## config.mk

```make
export PLATFORM = sky130hd
export DESIGN_NAME = oei_otg_flags
export DESIGN_NICKNAME = d
export VERILOG_FILES = /design/src/rtl/oei_sync.v /design/src/rtl/oei_interval.v /design/src/rtl/oei_otg_flags.v
export VERILOG_INCLUDE_DIRS = /design/src /design/src/rtl
export SDC_FILE = /design/constraint.sdc
export NUM_CORES = 1
export LEC_CHECK = 0
export BUFFER_PORTS_ARGS = -buffer_cell sky130_fd_sc_hd__buf_2
export CORE_MARGIN = 2
export CORE_UTILIZATION = 45
export CTS_CLUSTER_SIZE = 16
export DETAILED_ROUTE_END_ITERATION = 10
export PLACE_DENSITY = 0.7
export SYNTH_ARGS = -nofsm -noshare
export SYNTH_HDL_FRONTEND = slang
export SYNTH_SLANG_ARGS = --single-unit
```

## constraint.sdc

```tcl
create_clock -name clk_i -period 1.7 [get_ports clk_i]
set_input_delay 0.255 -clock clk_i [delete_from_list [all_inputs] [get_ports clk_i]]
set_output_delay 0.255 -clock clk_i [all_outputs]
set_load 0.05 [all_outputs]
```

## src/rtl/oei_defs.vh

```
`ifndef OEI_DEFS_VH
`define OEI_DEFS_VH

// Register byte addresses on the APB window.
`define OEI_ADDR_FLAGS    8'h00
`define OEI_ADDR_MASK     8'h04
`define OEI_ADDR_CTRL     8'h08
`define OEI_ADDR_LEVELS   8'h0C

// Event flag positions.
`define OEI_BIT_ID        7
`define OEI_BIT_MS        6
`define OEI_BIT_LINE      5
`define OEI_BIT_ACTV      4
`define OEI_BIT_SESSLVL   3
`define OEI_BIT_BVBUS     2
`define OEI_BIT_AVBUS     0

// Bits that exist in the flag and mask registers.
`define OEI_FLAG_IMPL     8'hFD
`define OEI_FLAG_RESET    8'h00

// Control register fields.
`define OEI_CTRL_TMR_EN   0
`define OEI_CTRL_SLEEP    1
`define OEI_CTRL_W        2
`define OEI_CTRL_RESET    2'h0

// Timing: one millisecond at an 8 ns clock.
`define OEI_MS_NS         1000000
`define OEI_CLK_NS        8

`endif

```

## src/rtl/oei_sync.v

```verilog
`timescale 1ns/1ps
module oei_sync #(
  parameter WIDTH = 1
) (
  // Clock and reset.
  input  wire             clk_i,
  input  wire             arst_n_i,
  // Asynchronous levels in, settled levels out.
  input  wire [WIDTH-1:0] async_i,
  output reg  [WIDTH-1:0] level_o,
  output reg              valid_o
);

  reg [WIDTH-1:0] s1_q;
  reg [WIDTH-1:0] s2_q;
  reg [WIDTH-1:0] s3_q;

  // A new level is only accepted when the second and third stages agree,
  // which filters a sample caught mid-transition. The first cycle after
  // reset accepts the zeroed stages and raises valid_o, so a pin already high is later reported as a change.
  always @(posedge clk_i or negedge arst_n_i)
  begin
    if (!arst_n_i)
    begin
      s1_q    <= {WIDTH{1'b0}};
      s2_q    <= {WIDTH{1'b0}};
      s3_q    <= {WIDTH{1'b0}};
      level_o <= {WIDTH{1'b0}};
      valid_o <= 1'b0;
    end
    else
    begin
      s1_q <= async_i;
      s2_q <= s1_q;
      s3_q <= s2_q;
      if (s2_q == s3_q)
      begin
        level_o <= s3_q;
        valid_o <= 1'b1;
      end
    end
  end

endmodule // oei_sync

```

## src/rtl/oei_interval.v

```verilog
`timescale 1ns/1ps
module oei_interval #(
  parameter CYCLES = 125000
) (
  // Clock and reset.
  input  wire clk_i,
  input  wire arst_n_i,
  // Control.
  input  wire en_i,
  input  wire restart_i,
  // One-cycle pulse each time CYCLES enabled cycles have passed.
  output reg  done_o
);

  function integer clog2f;
    input integer v;
    integer       n;
    begin
      n = 0;
      while ((1 << n) < v)
        n = n + 1;
      clog2f = (n < 1) ? 1 : n;
    end
  endfunction

  localparam CW = clog2f(CYCLES);
  localparam [CW-1:0] LAST = CYCLES - 1;

  reg [CW-1:0] cnt_q;

  always @(posedge clk_i or negedge arst_n_i)
  begin
    if (!arst_n_i)
    begin
      cnt_q  <= {CW{1'b0}};
      done_o <= 1'b0;
    end
    else
    begin
      done_o <= 1'b0;
      if (restart_i || !en_i)
        cnt_q <= {CW{1'b0}};
      else if (cnt_q == LAST)
      begin
        cnt_q  <= {CW{1'b0}};
        done_o <= 1'b1;
      end
      else
        cnt_q <= cnt_q + {{(CW-1){1'b0}}, 1'b1};
    end
  end

endmodule // oei_interval

```

## src/rtl/oei_otg_flags.v

```verilog
// Overview of operation
// - ID pin change sets bit 7.
// - One millisecond timer expiry sets bit 6.
// - Line stable 1 ms and new sets bit 5.
// - Pin activity waking device sets bit 4.
// - VBUS falling below session end (session end input rising) sets bit 3.
// - Any session end input change sets bit 2.
// - Any session valid input change sets bit 0.
// - Hardware sets flags; writing one clears.
// - Bits 31 to 8 and 1 read zero.
`timescale 1ns/1ps
`include "oei_defs.vh"
module oei_otg_flags #(
  parameter MS_CYCLES = (`OEI_MS_NS + `OEI_CLK_NS - 1) / `OEI_CLK_NS
) (
  // Clock and reset.
  input  wire        clk_i,
  input  wire        arst_n_i,
  // APB slave.
  input  wire        psel_i,
  input  wire        penable_i,
  input  wire        pwrite_i,
  input  wire [7:0]  paddr_i,
  input  wire [31:0] pwdata_i,
  output reg  [31:0] prdata_o,
  output reg         pready_o,
  output reg         pslverr_o,
  // Cable side levels and comparators.
  input  wire        dp_i,
  input  wire        dm_i,
  input  wire        id_i,
  input  wire        vbus_i,
  input  wire        sess_end_i,
  input  wire        sess_vld_i,
  // Interrupt and wake.
  output wire        irq_o,
  output wire        asleep_o
);

  //////////////////////////////////////////////////////////////////////////
  // Input synchronisation.

  wire [5:0] pins_s;
  wire       pins_ok;

  oei_sync #(
    .WIDTH    (6)
  ) u_sync (
    .clk_i    (clk_i),
    .arst_n_i (arst_n_i),
    .async_i  ({sess_vld_i, sess_end_i, vbus_i, id_i, dm_i, dp_i}),
    .level_o  (pins_s),
    .valid_o  (pins_ok)
  );

  reg  [5:0] pins_q;
  reg        primed_q;

  always @(posedge clk_i or negedge arst_n_i)
  begin
    if (!arst_n_i)
    begin
      pins_q   <= 6'h00;
      primed_q <= 1'b0;
    end
    else if (pins_ok)
    begin
      pins_q   <= pins_s;
      primed_q <= 1'b1;
    end
  end

  // Edges are reported only once a reference level has been captured.
  wire [5:0] pin_chg = primed_q ? (pins_s ^ pins_q) : 6'h00;

  wire [1:0] line_s   = pins_s[1:0];
  wire       id_chg   = pin_chg[2];
  wire       vb_chg   = pin_chg[3];
  wire       se_chg   = pin_chg[4];
  wire       sv_chg   = pin_chg[5];
  wire       se_rise  = se_chg & pins_s[4];

  //////////////////////////////////////////////////////////////////////////
  // Control register and timers.

  reg  [`OEI_CTRL_W-1:0] ctrl_q;
  wire                   tmr_en = ctrl_q[`OEI_CTRL_TMR_EN];
  wire                   sleep  = ctrl_q[`OEI_CTRL_SLEEP];
  wire                   ms_done;
  wire                   line_done;

  oei_interval #(
    .CYCLES    (MS_CYCLES)
  ) u_ms_timer (
    .clk_i     (clk_i),
    .arst_n_i  (arst_n_i),
    .en_i      (tmr_en),
    .restart_i (1'b0),
    .done_o    (ms_done)
  );

  // The stability window restarts on every change of D+ or D-.
  oei_interval #(
    .CYCLES    (MS_CYCLES)
  ) u_line_timer (
    .clk_i     (clk_i),
    .arst_n_i  (arst_n_i),
    .en_i      (primed_q),
    .restart_i (|pin_chg[1:0]),
    .done_o    (line_done)
  );

  reg  [1:0] line_stable_q;

  always @(posedge clk_i or negedge arst_n_i)
  begin
    if (!arst_n_i)
      line_stable_q <= 2'h0;
    else if (line_done)
      line_stable_q <= line_s;
  end

  wire line_new = line_done & (line_s != line_stable_q);

  //////////////////////////////////////////////////////////////////////////
  // APB access decode.

  // One wait state: the access phase is answered on its second cycle so
  // that read data and the error reply come straight from flip-flops.
  wire acc     = psel_i & penable_i;
  wire commit  = acc & pready_o;
  wire wr      = commit & pwrite_i;

  function mapped;
    input [7:0] a;
    begin
      mapped = (a == `OEI_ADDR_FLAGS) || (a == `OEI_ADDR_MASK) ||
               (a == `OEI_ADDR_CTRL)  || (a == `OEI_ADDR_LEVELS);
    end
  endfunction

  wire wr_flags = wr & (paddr_i == `OEI_ADDR_FLAGS);
  wire wr_mask  = wr & (paddr_i == `OEI_ADDR_MASK);
  wire wr_ctrl  = wr & (paddr_i == `OEI_ADDR_CTRL);

  //////////////////////////////////////////////////////////////////////////
  // Event flags.

  reg  [7:0] flags_q;
  reg  [7:0] flags_d;
  reg  [7:0] mask_q;
  reg  [7:0] set_v;
  reg  [7:0] clr_v;
  wire       wake = sleep & (|pin_chg[3:0]);

  always @*
  begin
    set_v = 8'h00;
    set_v[`OEI_BIT_ID]      = id_chg;
    set_v[`OEI_BIT_MS]      = ms_done;
    set_v[`OEI_BIT_LINE]    = line_new;
    set_v[`OEI_BIT_ACTV]    = wake;
    set_v[`OEI_BIT_SESSLVL] = se_rise;
    set_v[`OEI_BIT_BVBUS]   = se_chg;
    set_v[`OEI_BIT_AVBUS]   = sv_chg;
    // Only ones in the write data clear; zeros leave flags alone.
    clr_v = wr_flags ? pwdata_i[7:0] : 8'h00;
    // A set in the clearing cycle survives the clear.
    flags_d = ((flags_q & ~clr_v) | set_v)
              & `OEI_FLAG_IMPL;
  end

  always @(posedge clk_i or negedge arst_n_i)
  begin
    if (!arst_n_i)
    begin
      flags_q <= `OEI_FLAG_RESET;
      mask_q  <= `OEI_FLAG_RESET;
      ctrl_q  <= `OEI_CTRL_RESET;
    end
    else
    begin
      flags_q <= flags_d;
      if (wr_mask)
        mask_q <= pwdata_i[7:0] & `OEI_FLAG_IMPL;
      if (wr_ctrl)
        ctrl_q <= pwdata_i[`OEI_CTRL_W-1:0];
      else if (wake)
        // Activity ends sleep; the flag records why.
        ctrl_q[`OEI_CTRL_SLEEP] <= 1'b0;
    end
  end

  assign irq_o    = |(flags_q & mask_q);
  assign asleep_o = sleep;

  //////////////////////////////////////////////////////////////////////////
  // Read mux and APB reply.

  reg [31:0] rd_v;

  always @*
  begin
    rd_v = 32'h0000_0000;
    case (paddr_i)
      `OEI_ADDR_FLAGS:  rd_v[7:0] = flags_q;
      `OEI_ADDR_MASK:   rd_v[7:0] = mask_q;
      `OEI_ADDR_CTRL:   rd_v[`OEI_CTRL_W-1:0] = ctrl_q;
      `OEI_ADDR_LEVELS: rd_v[7:0] = {line_stable_q, pins_s};
      default:          rd_v = 32'h0000_0000;
    endcase
  end

  always @(posedge clk_i or negedge arst_n_i)
  begin
    if (!arst_n_i)
    begin
      pready_o  <= 1'b0;
      pslverr_o <= 1'b0;
      prdata_o  <= 32'h0000_0000;
    end
    else if (acc && !pready_o)
    begin
      pready_o  <= 1'b1;
      pslverr_o <= ~mapped(paddr_i);
      prdata_o  <= pwrite_i ? 32'h0000_0000 : rd_v;
    end
    else
    begin
      pready_o  <= 1'b0;
      pslverr_o <= 1'b0;
      prdata_o  <= 32'h0000_0000;
    end
  end

endmodule // oei_otg_flags

```

==> impl_metrics.env <==
export IMPL_synth_seq_cells=96
export IMPL_hpwl_microns=5440
export IMPL_rows=35
export IMPL_io_buffers=38
export IMPL_cpPeakStageDelay_ps=530
export IMPL_antenna_found_initial=1
export IMPL_clkLatencyLatePin_ps=370
export IMPL_ys_warn_count=0
export IMPL_critical_path_startpoint_type="flip-flop"
export IMPL_initial_core_util_pct=46.4
export IMPL_clock_root_buffer="clkbuf_8"
export IMPL_fin_skew_ps=12.1
export IMPL_ant_nets=0
export IMPL_wire_per_inst_microns=12.9
export IMPL_worstSetupPathType="reg2reg"
export IMPL_grt_max_degree=36
export IMPL_violations="negative setup slack"
export IMPL_drtIter0Drc=130
export IMPL_gp_congestion=0.823
export IMPL_peakVddDrop_uv=668
export IMPL_ios=87
export IMPL_post_route_util_pct=54.2
export IMPL_finalHoldViolations=0
export IMPL_crit_slowest_cell="or4_1"
export IMPL_drc=0
export IMPL_drive_above_1_share_pct=24.0
export IMPL_placedCellCount=561
export IMPL_r2r_cells=5
export IMPL_outcome="complete, but fails checks"
export IMPL_grt_pass1_wl_microns=12800
export IMPL_final_cell_count_no_fill=584
export IMPL_crit_fanout=17
export IMPL_place_area_sq_um=4740
export IMPL_crit_arrival_ps=2060
export IMPL_whs_ps=93.6
export IMPL_end_kind="flip-flop"
export IMPL_overflow=0
export IMPL_syn_area_sq_um=4290
export IMPL_cts_max_level=3
export IMPL_via_per_inst=4.92
export IMPL_synth_cell_types=44
export IMPL_path_cells="or4_1 > or3_4 > o211ai_4 > buf_12 > nor2_1"
export IMPL_total_power_uw=5290
export IMPL_min_period_over_period_pct=106
export IMPL_die_w_microns=102
export IMPL_powerDensity_nw_per_um2=1060
export IMPL_slew_violations=0
export IMPL_syn_to_final_growth_pct=16.6
export IMPL_grt_usage_pct=15.7
export IMPL_rsz0062_at_grt="yes"
export IMPL_max_freq_mhz=556
export IMPL_post_cts_buffers=0
export IMPL_cts_sinks=96
export IMPL_cts_buffers=9
export IMPL_antenna_cells=0
export IMPL_synth_seq_area_share_pct=56.0
export IMPL_fin_nets=503
export IMPL_clk_pin_slew_worst_paths_ps=90
export IMPL_ys_flop_type="dfrtp_1"
export IMPL_setup_viol=18
export IMPL_grt_pass1_vias=2741
export IMPL_async_flop_share_pct=100
export IMPL_p_leak_uw=0.00229
export IMPL_cts_tree="built"
export IMPL_fp_dieH_microns=102
export IMPL_wl_microns=7520
export IMPL_num_vias=2873
export IMPL_finalInstanceArea_sq_um=5000
export IMPL_synth_edff_count=0
export IMPL_min_path_cells=3
export IMPL_die_area_sq_um=10300
export IMPL_cap_violations=0
export IMPL_drtPass1Iterations=4
export IMPL_core_sq_um=9240
export IMPL_synthCells=381
export IMPL_cp_required_ps=1960
export IMPL_period_needed_ps=1800
export IMPL_hp_class="in2reg"
export IMPL_clock_path_buffers=2
export IMPL_synth_area_per_cell_sq_um=11.3
export IMPL_timing_final_ws_setup_ps=-98.1
==> state kept, by name, indices dropped and copies added, names as in the netlist <==
signal	cells
ctrl_q	2
flags_q	7
line_stable_q	2
mask_q	7
pins_q	6
prdata_o	8
pready_o	1
primed_q	1
pslverr_o	1
u_line_timer.cnt_q	17
u_line_timer.done_o	1
u_ms_timer.cnt_q	17
u_ms_timer.done_o	1
u_sync.level_o	6
u_sync.s1_q	6
u_sync.s2_q	6
u_sync.s3_q	6
u_sync.valid_o	1
==> final timing paths <==
path	slack, ps	endpoint	start
max	-100	u_line_timer.cnt_q[7]$_DFF_PN0_	u_line_timer.cnt_q[4]$_DFF_PN0_
min	90	ctrl_q[1]$_DFFE_PN0P_	pwdata_i[1]
max reg2reg	-100	u_line_timer.cnt_q[7]$_DFF_PN0_	u_line_timer.cnt_q[4]$_DFF_PN0_
min reg2reg	360	u_sync.s2_q[1]$_DFF_PN0_	u_sync.s1_q[1]$_DFF_PN0_
max in group asynchronous	850	line_stable_q[1]$_DFFE_PN0P_	arst_n_i
min in group asynchronous	350	u_line_timer.cnt_q[1]$_DFF_PN0_	arst_n_i
==> logic make-up after synthesis <==
group | share of synthesized area [%]
xor+xnor | 8.57
other cells | 0.0874
mux | 7.41
buf+inv | 6.12
simple gates | 16.9
flops | 56.0
compound gates | 4.40
fa+ha+maj | 0.583
==> power by group <==
group          switching [uW]  leakage [uW]  internal [uW]  total (uW)
clock network             830     0.0000925            557        1390
registers                 227       0.00123           2520        2750
logic                     647      0.000966            503        1150
==> timing repair <==
| action | 4_1_cts | 5_1_grt |
|---|---|---|
| gates resized for setup | 2 | 2 |
| endpoints found under the setup margin | 18 | 24 |
| hold buffers | 7 | 0 |
| pin swaps | 2 | 0 |
| hold endpoints to repair | 32 | 0 |
==> per-stage QoR <==
step | worst slack, ps | setup TNS [ps]
after floorplan | -115 | -1170
after global placement | -117 | -2160
after CTS | -113 | -1960
after detailed placement | -161 | -3170
final | -98.1 | -1650
after global routing | -197 | -2830
==> synth_stat cells, types with 2 or more instances <==
master    number  area share, %
dfrtp_1       96             56
nor2_1        54            4.7
xnor2_1       26            5.3
nand2_1       25            2.2
buf_4         24            4.2
mux2_2        20            5.2
xor2_1        16            3.3
nand3_1       13            1.5
nor3_1        11            1.3
nor4_1        11            1.6
inv_1         10           0.87
clkbuf_1       9           0.79
nand4_1        8            1.2
mux2i_1        7            1.6
a31oi_1        6           0.87
a22o_1         4           0.82
or4_1          4           0.70
and4b_1        3           0.70
o21ai_0        3           0.35
a22oi_1        2           0.35
a32o_1         2           0.47
and3_1         2           0.29
ha_1           2           0.58
nor4bb_1       2           0.47
or2_2          2           0.29
==> metal layers <==
layer	track usage, %	up-vias	share of wire [%]
li1	-	1401	-
met3	4.76	14	5.0
met4	5.09	2	1.1
met1	21.2	1394	47
met5	0	-	0.17
met2	24.6	62	47
==> cell type report <==
type | count | area, sq um
clock buffer | 9 | 124
clock inverter | 7 | 58.8
fill | 799 | 4240
inverter | 10 | 37.5
multi-input combinational | 264 | 1730
sequential | 96 | 2400
tap | 129 | 161
timing repair buffer | 69 | 487
==> worst max-delay path, delay by kind of cell (launching register included) <==
family	cells	cell delay [ps]
AO/OA/AOI/OAI	1	190
buffers and inverters	1	170
AND/OR/NAND/NOR	3	940
flip-flops	1	390
==> layout by cell type, fill, tap and decap left out, types with 3 or more instances in the layout <==
master,count
nor3_1,11
nand3_1,11
mux2i_1,7
nor2_1,54
a31oi_1,6
buf_4,22
nand4_1,8
a22o_1,4
and4b_1,3
clkbuf_8,9
buf_2,36
or4_1,3
inv_6,3
nor4_1,11
inv_1,10
o21ai_0,3
xnor2_1,26
buf_12,3
dfrtp_1,96
nand2_1,25
mux2_2,20
xor2_1,16
dlygate4sd3_1,7
conb_1,24
Note: power is estimated with default switching activity, not from simulation.
